### src/cpd_pkg.sv
// Constants and types shared by the channel power and filter configuration bank.
package cpd_pkg;
    localparam int unsigned ADDR_W = 8;
    localparam int unsigned DATA_W = 8;
    localparam int unsigned LANES  = 4;

    // Register offsets.
    localparam logic [7:0] FILTER_VOLUME_CONFIG_ADDR = 8'h6C;
    localparam logic [7:0] INPUT_LANE_ENABLES_ADDR   = 8'h73;
    localparam logic [7:0] OUTPUT_SLOT_ENABLES_ADDR  = 8'h74;
    localparam logic [7:0] POWER_UP_CONTROL_ADDR     = 8'h75;
    localparam logic [7:0] STATE_REPORT_ADDR         = 8'h77;
    localparam logic [7:0] CHECKSUM_ADDR             = 8'h7E;

    // Reset values.
    localparam logic [7:0] FILTER_VOLUME_CONFIG_RST = 8'h40;
    localparam logic [7:0] INPUT_LANE_ENABLES_RST   = 8'hC0;
    localparam logic [7:0] OUTPUT_SLOT_ENABLES_RST  = 8'h00;
    localparam logic [7:0] POWER_UP_CONTROL_RST     = 8'h00;
    localparam logic [7:0] CHECKSUM_RST             = 8'h00;

    // Field positions in the filter and volume configuration register.
    localparam int unsigned VOLUME_GANG_BIT  = 7;
    localparam int unsigned SECTION_CNT_MSB  = 6;
    localparam int unsigned SECTION_CNT_LSB  = 5;
    localparam int unsigned RAMP_BYPASS_BIT  = 4;

    // Field positions in the lane and slot enable registers; bit 7 is lane 1.
    localparam int unsigned LANE_FIELD_MSB   = 7;
    localparam int unsigned LANE_FIELD_LSB   = 4;

    // Field positions in the power control register.
    localparam int unsigned BIAS_SUPPLY_BIT  = 7;
    localparam int unsigned PDM_LANES_BIT    = 6;
    localparam int unsigned SYNTH_LOOP_BIT   = 5;
    localparam int unsigned LIVE_CHANGE_BIT  = 4;
    localparam int unsigned LIVE_RANGE_MSB   = 3;
    localparam int unsigned LIVE_RANGE_LSB   = 2;
    localparam int unsigned VOICE_DETECT_BIT = 0;

    // Field position of the state report.
    localparam int unsigned STATE_FIELD_MSB  = 7;
    localparam int unsigned STATE_FIELD_LSB  = 5;

    // Lanes reachable by live power switching, bit 3 being lane 1.
    localparam logic [1:0] LIVE_RANGE_TWO   = 2'b00;
    localparam logic [1:0] LIVE_RANGE_FOUR  = 2'b01;
    localparam logic [3:0] LIVE_MASK_TWO    = 4'b1100;
    localparam logic [3:0] LIVE_MASK_FOUR   = 4'b1111;

    localparam logic [7:0] READ_ZERO = 8'h00;

    typedef enum logic [2:0] {
        CPD_OP_SLEEP = 3'b100,
        CPD_OP_IDLE  = 3'b110,
        CPD_OP_RUN   = 3'b111
    } cpd_op_state_type;
endpackage

### src/cpd_config_regs.sv
// Channel power and filter configuration register bank.
//
// Summary of operation
// - Gang bit makes all lanes use lane 1 volume.
// - Two-bit field selects zero to three filter sections.
// - Ramp bypass bit disables soft gain stepping.
// - Four lane enables; lanes 1 and 2 on after reset.
// - Slot enable clear holds slot in high impedance.
// - Bias bit powers the microphone bias supply.
// - PDM bit powers enabled lanes, else all off.
// - Loop bit powers the phase-locked loop.
// - Live change off freezes lanes while recording.
// - Live change on lets lanes switch individually.
// - Range code 0 lanes 1-2, code 1 all.
// - Voice detect bit runs the voice detector.
// - Power control register reads zero after reset.
// - State report is 7 running, 6 idle, 4 sleeping.
// - Every host write updates the transaction checksum.
`timescale 1ns/1ps
module cpd_config_regs
    import cpd_pkg::*;
(
    // Clock and reset.
    input  wire  logic                        clk,
    input  wire  logic                        sys_rst,
    // Register port.
    input  wire  logic                        reg_wr_en,
    input  wire  logic                        reg_rd_en,
    input  wire  logic [cpd_pkg::ADDR_W-1:0]  reg_addr,
    input  wire  logic [cpd_pkg::DATA_W-1:0]  reg_wdata,
    output logic       [cpd_pkg::DATA_W-1:0]  reg_rdata,
    output logic                              reg_rd_valid,
    // Device mode.
    input  wire  logic                        device_active,
    // Volume settings of each lane.
    input  wire  logic [cpd_pkg::DATA_W-1:0]  lane1_volume,
    input  wire  logic [cpd_pkg::DATA_W-1:0]  lane2_volume,
    input  wire  logic [cpd_pkg::DATA_W-1:0]  lane3_volume,
    input  wire  logic [cpd_pkg::DATA_W-1:0]  lane4_volume,
    // Volume applied by each lane.
    output logic       [cpd_pkg::DATA_W-1:0]  applied1_volume,
    output logic       [cpd_pkg::DATA_W-1:0]  applied2_volume,
    output logic       [cpd_pkg::DATA_W-1:0]  applied3_volume,
    output logic       [cpd_pkg::DATA_W-1:0]  applied4_volume,
    // Filter controls.
    output logic       [1:0]                  filter_sections,
    output logic                              filter_sections_on,
    output logic                              soft_step_on,
    // Lane and slot controls, bit 3 is lane 1.
    output logic       [cpd_pkg::LANES-1:0]   lane_power_on,
    output logic       [cpd_pkg::LANES-1:0]   slot_drive_en,
    // Power controls.
    output logic                              bias_supply_on,
    output logic                              synth_loop_on,
    output logic                              voice_detect_on,
    // Status.
    output logic       [2:0]                  operating_state_report,
    output logic       [cpd_pkg::DATA_W-1:0]  transaction_checksum
);
    import cpd_pkg::*;

    logic [7:0]       filter_q;
    logic [7:0]       filter_d;
    logic [3:0]       lane_en_q;
    logic [3:0]       lane_en_d;
    logic [3:0]       slot_en_q;
    logic [3:0]       slot_en_d;
    logic [7:0]       power_q;
    logic [7:0]       power_d;
    logic [7:0]       chk_q;
    logic [7:0]       chk_d;
    logic [3:0]       lane_pwr_q;
    logic [3:0]       lane_pwr_d;
    cpd_op_state_type state_q;
    cpd_op_state_type state_d;
    logic [7:0]       rdata_q;
    logic [7:0]       rdata_d;
    logic             rd_valid_q;
    logic             rd_valid_d;

    logic             pdm_lanes_on;
    logic             live_lane_power_change;
    logic [1:0]       live_lane_range;
    logic [3:0]       live_mask;
    logic [3:0]       lane_target;

    // Checksum accumulates address and data of each write, modulo 256; a write to the checksum register loads the data instead.
    function automatic logic [7:0] chk_step(input logic [7:0] sum,
                                            input logic [7:0] addr,
                                            input logic [7:0] data);
        chk_step = 8'(sum + addr + data);
    endfunction

    assign pdm_lanes_on           = power_q[PDM_LANES_BIT];
    assign live_lane_power_change = power_q[LIVE_CHANGE_BIT];
    assign live_lane_range        = power_q[LIVE_RANGE_MSB:LIVE_RANGE_LSB];
    assign lane_target            = pdm_lanes_on ? lane_en_q : 4'h0;

    // Reserved range codes fall back to the two-lane range.
    assign live_mask = (live_lane_range == LIVE_RANGE_FOUR) ? LIVE_MASK_FOUR
                                                            : LIVE_MASK_TWO;

    // Register writes.
    always_comb begin
        filter_d = filter_q;
        lane_en_d = lane_en_q;
        slot_en_d = slot_en_q;
        power_d = power_q;
        chk_d = chk_q;
        if (reg_wr_en) begin
            chk_d = chk_step(chk_q, reg_addr, reg_wdata);
            if (reg_addr == FILTER_VOLUME_CONFIG_ADDR) begin
                filter_d = reg_wdata;
            end else if (reg_addr == INPUT_LANE_ENABLES_ADDR) begin
                lane_en_d = reg_wdata[LANE_FIELD_MSB:LANE_FIELD_LSB];
            end else if (reg_addr == OUTPUT_SLOT_ENABLES_ADDR) begin
                slot_en_d = reg_wdata[LANE_FIELD_MSB:LANE_FIELD_LSB];
            end else if (reg_addr == POWER_UP_CONTROL_ADDR) begin
                power_d = reg_wdata;
            end else if (reg_addr == CHECKSUM_ADDR) begin
                chk_d = reg_wdata;
            end
        end
    end

    always_ff @(posedge clk) begin
        if (sys_rst) begin
            filter_q  <= FILTER_VOLUME_CONFIG_RST;
            lane_en_q <= INPUT_LANE_ENABLES_RST[LANE_FIELD_MSB:LANE_FIELD_LSB];
            slot_en_q <= OUTPUT_SLOT_ENABLES_RST[LANE_FIELD_MSB:LANE_FIELD_LSB];
            power_q   <= POWER_UP_CONTROL_RST;
            chk_q     <= CHECKSUM_RST;
        end else begin
            filter_q  <= filter_d;
            lane_en_q <= lane_en_d;
            slot_en_q <= slot_en_d;
            power_q   <= power_d;
            chk_q     <= chk_d;
        end
    end

    // Lane power follows the enables unless recording locks it.
    always_comb begin
        lane_pwr_d = lane_pwr_q;
        if (!pdm_lanes_on) begin
            lane_pwr_d = 4'h0;
        end else if (lane_pwr_q == 4'h0) begin
            lane_pwr_d = lane_target;
        end else if (live_lane_power_change) begin
            lane_pwr_d = (lane_target & live_mask) | (lane_pwr_q & ~live_mask);
        end else begin
            lane_pwr_d = lane_pwr_q;
        end
    end

    // Operating state follows device mode and lane power.
    always_comb begin
        if (!device_active) begin
            state_d = CPD_OP_SLEEP;
        end else if (lane_pwr_q != 4'h0) begin
            state_d = CPD_OP_RUN;
        end else begin
            state_d = CPD_OP_IDLE;
        end
    end

    always_ff @(posedge clk) begin
        if (sys_rst) begin
            lane_pwr_q <= 4'h0;
            state_q    <= CPD_OP_SLEEP;
        end else begin
            lane_pwr_q <= lane_pwr_d;
            state_q    <= state_d;
        end
    end

    // Register reads; read-only reserved bits return zero.
    always_comb begin
        rd_valid_d = reg_rd_en;
        rdata_d = rdata_q;
        if (reg_rd_en) begin
            if (reg_addr == FILTER_VOLUME_CONFIG_ADDR) begin
                rdata_d = filter_q;
            end else if (reg_addr == INPUT_LANE_ENABLES_ADDR) begin
                rdata_d = {lane_en_q, 4'h0};
            end else if (reg_addr == OUTPUT_SLOT_ENABLES_ADDR) begin
                rdata_d = {slot_en_q, 4'h0};
            end else if (reg_addr == POWER_UP_CONTROL_ADDR) begin
                rdata_d = power_q;
            end else if (reg_addr == STATE_REPORT_ADDR) begin
                rdata_d = {state_q, 5'h00};
            end else if (reg_addr == CHECKSUM_ADDR) begin
                rdata_d = chk_q;
            end else begin
                rdata_d = READ_ZERO;
            end
        end
    end

    always_ff @(posedge clk) begin
        if (sys_rst) begin
            rdata_q    <= READ_ZERO;
            rd_valid_q <= 1'b0;
        end else begin
            rdata_q    <= rdata_d;
            rd_valid_q <= rd_valid_d;
        end
    end

    cpd_volume_gang u_volume_gang (
        .clk             (clk),
        .sys_rst         (sys_rst),
        .volume_gang     (filter_q[VOLUME_GANG_BIT]),
        .lane1_volume    (lane1_volume),
        .lane2_volume    (lane2_volume),
        .lane3_volume    (lane3_volume),
        .lane4_volume    (lane4_volume),
        .applied1_volume (applied1_volume),
        .applied2_volume (applied2_volume),
        .applied3_volume (applied3_volume),
        .applied4_volume (applied4_volume)
    );

    assign reg_rdata              = rdata_q;
    assign reg_rd_valid           = rd_valid_q;
    assign filter_sections        = filter_q[SECTION_CNT_MSB:SECTION_CNT_LSB];
    assign filter_sections_on     = filter_sections != 2'b00;
    assign soft_step_on           = !filter_q[RAMP_BYPASS_BIT];
    assign lane_power_on          = lane_pwr_q;
    assign slot_drive_en          = slot_en_q;
    assign bias_supply_on         = power_q[BIAS_SUPPLY_BIT];
    assign synth_loop_on          = power_q[SYNTH_LOOP_BIT];
    assign voice_detect_on        = power_q[VOICE_DETECT_BIT];
    assign operating_state_report = state_q;
    assign transaction_checksum   = chk_q;
endmodule

### src/cpd_volume_gang.sv
// Per-lane volume selection with optional ganging to lane 1.
`timescale 1ns/1ps
module cpd_volume_gang
    import cpd_pkg::*;
(
    // Clock and reset.
    input  wire  logic                      clk,
    input  wire  logic                      sys_rst,
    // Control.
    input  wire  logic                      volume_gang,
    // Volume settings of each lane.
    input  wire  logic [cpd_pkg::DATA_W-1:0] lane1_volume,
    input  wire  logic [cpd_pkg::DATA_W-1:0] lane2_volume,
    input  wire  logic [cpd_pkg::DATA_W-1:0] lane3_volume,
    input  wire  logic [cpd_pkg::DATA_W-1:0] lane4_volume,
    // Volume applied by each lane.
    output logic       [cpd_pkg::DATA_W-1:0] applied1_volume,
    output logic       [cpd_pkg::DATA_W-1:0] applied2_volume,
    output logic       [cpd_pkg::DATA_W-1:0] applied3_volume,
    output logic       [cpd_pkg::DATA_W-1:0] applied4_volume
);
    import cpd_pkg::*;

    logic [DATA_W-1:0] vol_d [LANES];
    logic [DATA_W-1:0] vol_q [LANES];

    // Ganged lanes follow lane 1 whether or not lane 1 is running.
    always_comb begin
        vol_d[0] = lane1_volume;
        vol_d[1] = volume_gang ? lane1_volume : lane2_volume;
        vol_d[2] = volume_gang ? lane1_volume : lane3_volume;
        vol_d[3] = volume_gang ? lane1_volume : lane4_volume;
    end

    always_ff @(posedge clk) begin
        if (sys_rst) begin
            for (int i = 0; i < LANES; i++) begin
                vol_q[i] <= '0;
            end
        end else begin
            vol_q <= vol_d;
        end
    end

    assign applied1_volume = vol_q[0];
    assign applied2_volume = vol_q[1];
    assign applied3_volume = vol_q[2];
    assign applied4_volume = vol_q[3];
endmodule
### config.mk
export PLATFORM = sky130hd
export DESIGN_NAME = cpd_config_regs
export DESIGN_NICKNAME = d
export VERILOG_FILES = /design/src/cpd_pkg.sv /design/src/cpd_config_regs.sv /design/src/cpd_volume_gang.sv
export SDC_FILE = /design/constraint.sdc
export NUM_CORES = 1
export LEC_CHECK = 0
export BUFFER_PORTS_ARGS = -buffer_cell sky130_fd_sc_hd__buf_2
export CORE_ASPECT_RATIO = 0.9
export CORE_MARGIN = 1
export CORE_UTILIZATION = 40
export DETAILED_ROUTE_END_ITERATION = 10
export PLACE_DENSITY = 0.72
export SLEW_MARGIN = 20
export SYNTH_ARGS = -nofsm -noshare
export SYNTH_HDL_FRONTEND = slang
export SYNTH_SLANG_ARGS = --single-unit
### constraint.sdc
create_clock -name clk -period 5.35 [get_ports clk]
set_clock_uncertainty 0.05 [all_clocks]
set_input_delay 1.07 -clock clk [delete_from_list [all_inputs] [get_ports clk]]
set_output_delay 1.07 -clock clk [all_outputs]
set_load 0.02 [all_outputs]
# [Yosys cells after proc, flatten, opt, wreduce, memory -nomap -nowiden]
# Index checks and enable logic that the tools add are counted.
[classes] n_addsub=2 multipliers=0 n_div=0 order_cmp=0 eq_ne=7 n_shift=0 muxes=19 n_bitwise=9 n_reduce_logical=11
[ops] cell="8-bit 2-to-1 mux" n=14
[ops] cell="8-bit by 7-bit == test with 1-bit output (second input constant)" n=6
[ops] cell="8-bit adder" n=2
[ops] cell="4-bit 2-to-1 mux" n=3
[ops] cell="4-bit bitwise AND" n=2
[ops] cell="1-bit NOT" n=5
[ops] cell="5-bit AND reduction" n=1
[ops] cell="4-bit logical NOT" n=1
[ops] cell="4-bit NOT" n=1
[ops] cell="4-bit bitwise OR" n=1
[ops] cell="4-bit AND reduction" n=1
[ops] cell="2-bit nonzero test" n=2
[ops] cell="4-bit nonzero test" n=1
[ops] cell="2-bit OR reduction" n=2
[ops] cell="3-bit AND reduction" n=1
[ops] cell="2-bit by 1-bit == test with 1-bit output (second input constant)" n=1
[ops] cell="2-bit 2-to-1 mux" n=1
[ops] cell="2-bit AND reduction" n=1
[ops] cell="1-bit logical NOT" n=1
[ops] cell="1-bit 2-to-1 mux" n=1
[totals] ff_bits=80 latch_bits=0 ram_bits=0 mem_bits_ro=0 out_inout_bits=67 elab_cells=61 mem_count=0

# [Logic depth before layout (Yosys ltp)]
# Gate-level depths: netlist of the first run.
[logic_depth] ltp_word=7 ltp_mapped=10 depth_no_buf=10

# [Modules after synthesis]
# A second synthesis of the first run with hierarchy kept.
[unflattened] hier_cells=401 hier_area_um2=3602.2
[modules_own_cells] mod="cpd_config_regs" instances=1 cells_each=299 area_per_inst_um2=2578.7 seq_area_each_um2=940.9
[modules_own_cells] mod="cpd_volume_gang" instances=1 cells_each=102 area_per_inst_um2=1023.5 seq_area_each_um2=640.6

# [Worst setup path after synthesis of the first run]
# No wires, ideal clock.
[synth_path] path_type="input port to flip-flop" startpoint="input reg_addr[1] (netlist name)" endpoint="register chk_q[7], in the netlist transaction_checksum[7]" setup_ns=0.101 arrival_time_ns=2.938 t_required_ns=5.199 slack_ns=2.261 cell_stages=8 path_buffers=0 path_cell_list="fa_1 ha_1 fa_1 a211oi_1 o21ai_0 a21oi_1 xnor2_1 o41ai_1"
[synth_via] elab_chain_cells=7 word_cells_on_any_way=12 classes_between="2 x add/sub; 5 x eq/ne; 5 x mux"
[synth_lines] element="start: declaration" line="cpd_config_regs.sv:29" rtl="input wire logic [cpd_pkg::ADDR_W-1:0] reg_addr,"
[synth_lines] element="8-bit adder (2 in series)" line="cpd_config_regs.sv:91" rtl="chk_step = 8'(sum + addr + data);"
[synth_lines] element="8-bit 2-to-1 mux" line="cpd_config_regs.sv:120" rtl="end else if (reg_addr == CHECKSUM_ADDR) begin"
[synth_lines] element="8-bit 2-to-1 mux" line="cpd_config_regs.sv:118" rtl="end else if (reg_addr == POWER_UP_CONTROL_ADDR) begin"
[synth_lines] element="8-bit 2-to-1 mux" line="cpd_config_regs.sv:116" rtl="end else if (reg_addr == OUTPUT_SLOT_ENABLES_ADDR) begin"
[synth_lines] element="8-bit 2-to-1 mux" line="cpd_config_regs.sv:114" rtl="end else if (reg_addr == INPUT_LANE_ENABLES_ADDR) begin"
[synth_lines] element="8-bit 2-to-1 mux (*)" line="cpd_config_regs.sv:112" rtl="if (reg_addr == FILTER_VOLUME_CONFIG_ADDR) begin"
[synth_lines] element="end signal: assignment" line="cpd_config_regs.sv:138" rtl="chk_q <= chk_d;"
[synth_lines] element="end: declaration" line="cpd_config_regs.sv:70" rtl="logic [7:0] chk_q;"
# Every way passes the cells marked *; elsewhere a longest branch is shown, timed or not.
# A chain may end at the register's enable or synchronous reset.

# [Worst setup path in the final report of the first run]
# Same ends and word-level chain as after synthesis.

==> impl_metrics.ini, run 1 <==
[hold_path]
min_delay_path_depth = 2
hold_start = filter_q[4]
hold-path-endpoint = filter_q[4]
hold_class = reg2reg

[drt]
met1_length_mm = 4.10
vias_per_cell = 5.20
ant_nets = 0
wl_per_cell_um = 15.1
drtIter0Drc = 180
drc = 0
met3_length_um = 507
met2_length_mm = 4.65
vias = 3251
drt_pass1_iterations = 5
wirelength_mm = 9.42
maxUsedRoutingLayer = met4

[critical_path]
crit_path_start_kind = primary input
r2r_cells = 8
cp_max_fo = 12
r2r-start = transaction_checksum[1]
critPathKind = in2reg
critical_path_required_ns = 5.55
rr_endpoint = transaction_checksum[7]
end_kind = register
r2r_setup_slack_ns = 2.79
critPathArrivalTime_ns = 3.30

[final_layout]
antennaDiodeCount = 0
final_common_cell = buf_2
multi_input_area_mm2 = 0.00185
layout-drive-gt1-share_pct = 29.1
fillCellCount = 826
layout-area-overhead-vs-synth_pct = 22.6
seq_area_mm2 = 0.00158
layout.nets = 568
final_cell_mix = buf_2, dfxtp_1, nand2_1

[clocking]
holdBufCountCts = 0
cts_tree = done
cts_resized = 0
h-tree-depth = 3
clk_latency_ns = 0.35
cts_num_sinks = 79
clk_pin_slew_worst_paths_ns = 0.08
cts_buffers = 9
cts_max_path_buffers = 2
cts_root_buf = clkbuf_8
cts_setup_buffers = 0

[floorplan]
die_x_um = 102
start_util_pct = 41.6
io_pins = 120
core_area_mm2 = 0.00865
rows = 32
die_area_mm2 = 0.00938
die_y_um = 92.0

[yosys]
synth_edf_count = 0
synth_seq_cells = 79
synth-main-ff-cell = dfxtp_1
synth_area_per_cell_um2 = 9.08
seq_area_frac_synth_pct = 44.0
synth_warnings = 0
synthesis.area_mm2 = 0.00360
synth_cell_types = 56
syn_nets = 463
synth_cells = 396
ys_async_sr_fraction_pct = 0

[power_and_ir_drop]
peakVddDrop_uv = 150
switchingPower_uw = 420
netSwitchingFraction_pct = 30.5
p_leak_nw = 1.95
intPower_uw = 957
p_clk_share_pct = 31.8
power.density_mw_per_mm2 = 312
p_seq_share_pct = 46.3
combPwrFrac_pct = 21.9

[sta]
relSlewSlack_pct = 36.5
fin_crit_ns = 3.10
slew_viol_final = 0
worst_slack_ns = 2.25
hold_viol = 0
period_share_pct = 58.0
fmax_ghz = 0.322
worstMarginPinSlew_ns = 0.951
rsz0062_at_grt = false
finalSetupViolations = 0
tns_ns = 0

[global_routing]
grt_pass1_vias = 3123
grt_pass1_wl_mm = 15.2
grt_max_degree = 43
antenna_found_initial = 0
grt_overflow = 0
grtUsageTotal_pct = 20.7

[outcome]
status = completed

[placement]
gp_congestion = 0.893
dp_worst_setup_slack_ns = 1.88
post-dp-hpwl_mm = 6.86
port_buffers = 118

[flow_run]
cap_violations = 0
[registers in the layout (all words and copies together), names as in the netlist, named ones only]
name                           cells
reg_rd_valid                       1
operating_state_report             2
filter_q                           8
u_volume_gang.applied4_volume      8
transaction_checksum               8
u_volume_gang.applied1_volume      8
u_volume_gang.applied2_volume      8
lane_power_on                      2
lane_en_q                          4
slot_drive_en                      4
u_volume_gang.applied3_volume      8
reg_rdata                          8
power_q                            8
[cell families after synthesis]
logic type | after synthesis | share of synthesized area [%]
simple gates | 159 | 24.1
compound gates | 95 | 17.3
flops | 79 | 44.0
buf+inv | 35 | 4.66
fa+ha+maj | 14 | 6.54
xor+xnor | 8 | 1.95
mux | 5 | 1.39
other cells | 1 | 0.104
[routing by layer]
layer	vias to the layer above	global-route usage, %
li1	1594	-
met1	1547	27.0
met2	95	33.4
met3	15	4.42
met4	0	7.62
met5	-	0
[cell type report]
cell class / count / area share [%]
Multi-Input combinational cell: 282 / 41.9
Sequential cell: 79 / 35.8
Timing Repair Buffer: 119 / 13.6
Tap cell: 119 / 3.37
Clock buffer: 9 / 2.81
Clock inverter: 7 / 1.67
Inverter: 10 / 0.851
[cells in the mapped netlist, types with 2 or more instances]
library cell   n  area, um2
clkbuf_1      14       52.6
o21ai_0        4       20.0
a211o_1        4       35.0
and4_1         2       17.5
nor2b_1       13       81.3
nand3_1       26        130
nand3b_1       4       30.0
buf_1          2       7.51
buf_6          2       22.5
a211oi_1       8       60.1
dfxtp_1       79       1580
inv_1         10       37.5
nand2_1       53        199
nor2_1        19       71.3
a222oi_1       4       40.0
buf_4          5       37.5
fa_1           8        160
xor2_1         2       17.5
mux2i_1        5       50.1
xnor2_1        6       52.6
nand2b_1      26        163
ha_1           6       75.1
a2111oi_0      3       26.3
a21oi_1       51        255
a22o_1         4       35.0
o211ai_1       2       15.0
a311oi_1       5       43.8
[worst max path at each step]
stage / startpoint / to / slack, ns / cells past startpoint
after global placement: reg_addr[1] / transaction_checksum[7] / 1.98 / 9
after CTS: reg_addr[1] / transaction_checksum[7] / 2.26 / 9
final: reg_addr[1] / transaction_checksum[7] / 2.25 / 9
after floorplan: reg_addr[1] / transaction_checksum[7] / 2.26 / 8
after detailed placement: reg_addr[1] / transaction_checksum[7] / 1.88 / 9
after global routing: reg_addr[1] / transaction_checksum[7] / 2.14 / 9
[metrics by stage]
step | total power, mW | cells | util (%) | cell area (um2) | hold WS [ns]
4_1_cts | 1.39 | 625 | 51.0 | 4410 | 0.412
3_3_place_gp | 0.941 | 609 | 48.7 | 4210 | 0.393
2_1_floorplan | 0.854 | 396 | - | 3600 | 0.386
5_1_grt | 1.45 | 625 | 51.0 | 4410 | 0.428
6_report | 1.38 | 625 | 51.0 | 4410 | 0.408
3_5_place_dp | 0.950 | 609 | 48.7 | 4210 | 0.402
[critical path, cell delays in order]
cell and delay, ns:
buf_2 0.25, fa_1 0.45, ha_1 0.24, fa_1 0.43
a211oi_1 0.25, o21ai_0 0.13, a21oi_1 0.19, xnor2_1 0.09
o41ai_1 0.22
[power groups by stage]
stage / Clock [mW] / Combinational (mW) / Sequential (mW)
final: 0.438 / 0.301 / 0.638
after global placement: 0 / 0.290 / 0.651
after floorplan: 0 / 0.171 / 0.683
after detailed placement: 0 / 0.298 / 0.651
after global routing: 0.476 / 0.330 / 0.641
after CTS: 0.449 / 0.301 / 0.637
No activity file was read; power rests on OpenSTA's default activity.
==> run 2: changes to the inputs <==
==> constraint.sdc (replaced) <==
create_clock -name clk -period 2.9 [get_ports clk]
set_clock_uncertainty 0.05 [all_clocks]
set_input_delay 0.58 -clock clk [delete_from_list [all_inputs] [get_ports clk]]
set_output_delay 0.58 -clock clk [all_outputs]
set_load 0.02 [all_outputs]
==> run 2 against run 1 <==
Compared with the run above: register-to-register slack got worse by 2.4 ns; wire length fell by 1.2%; largest cell class unchanged; clock power rose by 110%; flip-flop and latch count did not move; highest routed layer unchanged; combinational power rose by 84%; global-route usage fell by 0.056 points; largest power group unchanged; critical path type is now reg2reg.
==> impl_metrics.ini, run 2 (same netlist as run 1, synthesis figures left out) <==
[outcome]
status = completed

[sta]
relSlewSlack_pct = 39.5
slew_viol_final = 0
fmax_ghz = 0.394
hold_viol = 0
rsz0062_at_grt = false
period_share_pct = 87.6
finalSetupViolations = 0
fin_crit_ns = 2.54
worst_slack_ns = 0.359
tns_ns = 0
whs_ns = 0.406
worstMarginPinSlew_ns = 0.906

[critical_path]
crit_path_start_kind = register
critPathKind = reg2reg
cp_max_fo = 4
critical_path_required_ns = 3.09
critPathArrivalTime_ns = 2.73
end_kind = register

[power_and_ir_drop]
p_leak_nw = 1.99
intPower_mw = 1.88
p_clk_share_pct = 34.8
switchingPower_uw = 774
total_power_mw = 2.66
peakVddDrop_uv = 233
netSwitchingFraction_pct = 29.1
combPwrFrac_pct = 20.9
p_seq_share_pct = 44.3
power.density_mw_per_mm2 = 594

[clocking]
cts_num_sinks = 79
holdBufCountCts = 0
h-tree-depth = 3
clk_pin_slew_worst_paths_ns = 0.08
clk_latency_ns = 0.35
cts_setup_buffers = 0
cts_max_path_buffers = 2
cts_root_buf = clkbuf_8
cts_buffers = 9
cts_resized = 0
cts_tree = done

[final_layout]
final_cell_mix = buf_2, dfxtp_1, nand2_1
finalInstanceArea_mm2 = 0.00447
final_common_cell = buf_2
multi_input_area_mm2 = 0.00185
layout.nets = 572
layout-area-overhead-vs-synth_pct = 24.3
layout-drive-gt1-share_pct = 29.6
seq_area_mm2 = 0.00158
fillCellCount = 840
antennaDiodeCount = 0

[placement]
place_area_mm2 = 0.00424
port_buffers = 118
dp_worst_setup_slack_ns = 0.0519
gp_congestion = 0.812
post-dp-hpwl_mm = 6.84

[floorplan]
core_area_mm2 = 0.00865
io_pins = 120
die_y_um = 92.0
die_x_um = 102
die_area_mm2 = 0.00938
rows = 32
start_util_pct = 41.6

[drt]
wirelength_mm = 9.30
ant_nets = 0
drt_pass1_iterations = 5
vias_per_cell = 5.16
vias = 3248
drtIter0Drc = 191
drc = 0
wl_per_cell_um = 14.8

[global_routing]
grtUsageTotal_pct = 20.7
antenna_found_initial = 0
grt_max_degree = 43
grt_pass1_wl_mm = 15.0
grt_overflow = 0
grt_pass1_vias = 3056

[hold_path]
hold_class = in2reg

[flow_run]
cap_violations = 0
run 2: changes by cell type in the layout (fill, tap and decap cells not counted):
cell,change
buf_4,+4
bufinv_16,+1
clkbuf_8,+1
clkinv_2,-1
clkinv_4,-2
clkinvlp_4,-1
inv_6,+2
run 2: path summary, 6_finish.rpt:
path | slack [ns] | cells after the start | startpoint | end
max reg2reg | 0.36 | 8 | transaction_checksum[1] | transaction_checksum[7]
min | 0.41 | 2 | lane1_volume[7] | u_volume_gang.applied1_volume[7]
max | 0.36 | 8 | transaction_checksum[1] | transaction_checksum[7]
min reg2reg | 0.41 | 2 | filter_q[4] | filter_q[4]
run 2: metal layers:
layer	share of wire, %	routed length, um	track usage, %	vias to the layer above
li1	-	-	-	1600
met1	44	4080	27.2	1525
met2	49	4530	32.6	110
met3	6.0	558	5.49	13
met4	1.5	135	7.02	0
met5	0	0	0	-
run 2: power groups by stage:
stage,Combinational (mW),Sequential [mW],Clock [mW]
after floorplan,0.316,1.26,0
after global placement,0.538,1.20,0
after detailed placement,0.549,1.20,0
after CTS,0.553,1.18,0.946
after global routing,0.614,1.18,0.982
final,0.555,1.18,0.926
run 2: layout make-up:
type | count | area share, %
flip-flops and latches | 79 | 35.4
inverters | 10 | 0.839
multi-input cells | 282 | 41.3
clock buffers | 10 | 3.08
repair buffers | 123 | 14.0
well taps | 119 | 3.33
clock inverters | 6 | 2.04
run 2: critical path, cell delays in order (launching register included):
cell and delay [ns]:
dfxtp_1 0.42, fa_1 0.45, ha_1 0.24, fa_1 0.43, a211oi_1 0.24, o21ai_0 0.11, a21oi_1 0.17, xnor2_1 0.09
o41ai_1 0.22
run 2: metrics by stage:
step	utilization, %	instances
after floorplan	-	396
after global placement	49.1	613
after detailed placement	49.1	613
after CTS	51.7	629
after global routing	51.7	629
final	51.7	629
==> run 3: changes to the inputs <==
--- a/config.mk
+++ b/config.mk
@@ -6,7 +6,6 @@
 export NUM_CORES = 1
 export LEC_CHECK = 0
 export BUFFER_PORTS_ARGS = -buffer_cell sky130_fd_sc_hd__buf_2
-export CORE_ASPECT_RATIO = 0.9
 export CORE_MARGIN = 1
 export CORE_UTILIZATION = 40
 export DETAILED_ROUTE_END_ITERATION = 10
==> run 3 against run 2 <==
Compared with the run above: register-to-register slack lost 0.02 ns; flip-flop and latch count is the same; design area shrank 0.53%; die area is essentially flat; wire length shrank 0.81%; non-clock buffer count grew 2; cell count shrank 1.4%; global-route usage shrank 0.79 points; largest cell class unchanged; largest power group unchanged.
==> impl_metrics.ini, run 3 (same netlist as run 1, synthesis figures left out) <==
[sta]
worst_slack_ns = 0.340
rsz0062_at_grt = false
fin_crit_ns = 2.56
slew_viol_final = 0
finalSetupViolations = 0
period_share_pct = 88.3
relSlewSlack_pct = 40.5
hold_viol = 0
tns_ns = 0
whs_ns = 0.409
worstMarginPinSlew_ns = 0.891
fmax_ghz = 0.391

[power_and_ir_drop]
total_power_mw = 2.56
p_leak_nw = 1.98
power.density_mw_per_mm2 = 576
peakVddDrop_uv = 247

[floorplan]
die_x_um = 96.8
start_util_pct = 41.2
core_area_mm2 = 0.00872
io_pins = 120
die_y_um = 96.8
die_area_mm2 = 0.00938
rows = 34

[critical_path]
path_buf_inv = 0
slowest_delay_ns = 0.44
cp_cell_sequence = fa_1, ha_1, fa_1, a211oi_1, o21ai_0, a21oi_1, xnor2_1, o41ai_1
cp_common_cell = fa_1
end_kind = register
crit_path_start_kind = register
crit_family = adder cells
crit_path_top_delay_cell = fa_1
critPathArrivalTime_ns = 2.75
critical_path_required_ns = 3.09
critPathKind = reg2reg
cp_max_fo = 4

[final_layout]
finalInstanceArea_mm2 = 0.00445
layout-drive-gt1-share_pct = 29.9
layout.nets = 574
final_common_cell = buf_2
antennaDiodeCount = 0
postLayoutCoreUtil_pct = 51.0
final_cell_mix = buf_2, dfxtp_1, nand2_1
final_cells = 620
layout-area-overhead-vs-synth_pct = 23.7
fillCellCount = 844

[global_routing]
grt_overflow = 0
antenna_found_initial = 0
grtUsageTotal_pct = 19.9
grt_pass1_vias = 3096
grt_max_degree = 43
grt_pass1_wl_mm = 15.3

[placement]
dp_worst_setup_slack_ns = 0.0440
port_buffers = 118
dp.cells = 604
post-dp-hpwl_mm = 6.83
place_area_mm2 = 0.00425
gp_congestion = 0.926

[drt]
drtIter0Drc = 190
vias_per_cell = 5.28
vias = 3275
drt_pass1_iterations = 6
drc = 0
ant_nets = 0
wl_per_cell_um = 14.9
wirelength_mm = 9.23

[clocking]
cts_root_buf = clkbuf_8
cts_resized = 0
cts_setup_buffers = 0
cts_max_path_buffers = 2
cts_num_sinks = 79
cts_buffers = 9
clk_latency_ns = 0.35
h-tree-depth = 3
cts_tree = done
holdBufCountCts = 0
clk_pin_slew_worst_paths_ns = 0.08

[outcome]
status = completed

[flow_run]
cap_violations = 0

[hold_path]
hold_class = in2reg
==> run 3: worst paths after layout <==
kind / from / to / slack, ns / cells after the start
max: transaction_checksum[1] / transaction_checksum[7] / 0.34 / 8
min: lane1_volume[3] / u_volume_gang.applied1_volume[3] / 0.41 / 2
max reg2reg: transaction_checksum[1] / transaction_checksum[7] / 0.34 / 8
min reg2reg: filter_q[3] / filter_q[3] / 0.41 / 2
==> run 3: cell type report <==
class / instances / area (um2) / share of cell area (%)
inverters: 10 / 37.5 / 0.844
flip-flops and latches: 79 / 1580 / 35.5
clock buffers: 9 / 124 / 2.78
well taps: 108 / 135 / 3.04
multi-input cells: 282 / 1850 / 41.5
clock inverters: 7 / 80.1 / 1.80
repair buffers: 125 / 643 / 14.5
==> run 3: per-layer routing <==
layer,vias up,part of all wire [%],track usage [%]
li1,1604,-,-
met1,1528,43,25.7
met2,130,48,32.6
met3,13,6.9,5.06
met4,0,1.4,5.86
met5,-,0,0
==> run 3: worst reg2reg max path: stages, from the launching register on <==
cell and delay (ns):
dfxtp_1 0.41, fa_1 0.44, ha_1 0.25, fa_1 0.42, a211oi_1 0.25, o21ai_0 0.12
a21oi_1 0.18, xnor2_1 0.09, o41ai_1 0.24
==> run 3: power by group <==
part	internal (mW)	switching, mW
combinational	0.231	0.318
sequential	1.14	0.0404
clock	0.407	0.431
total	1.77	0.790
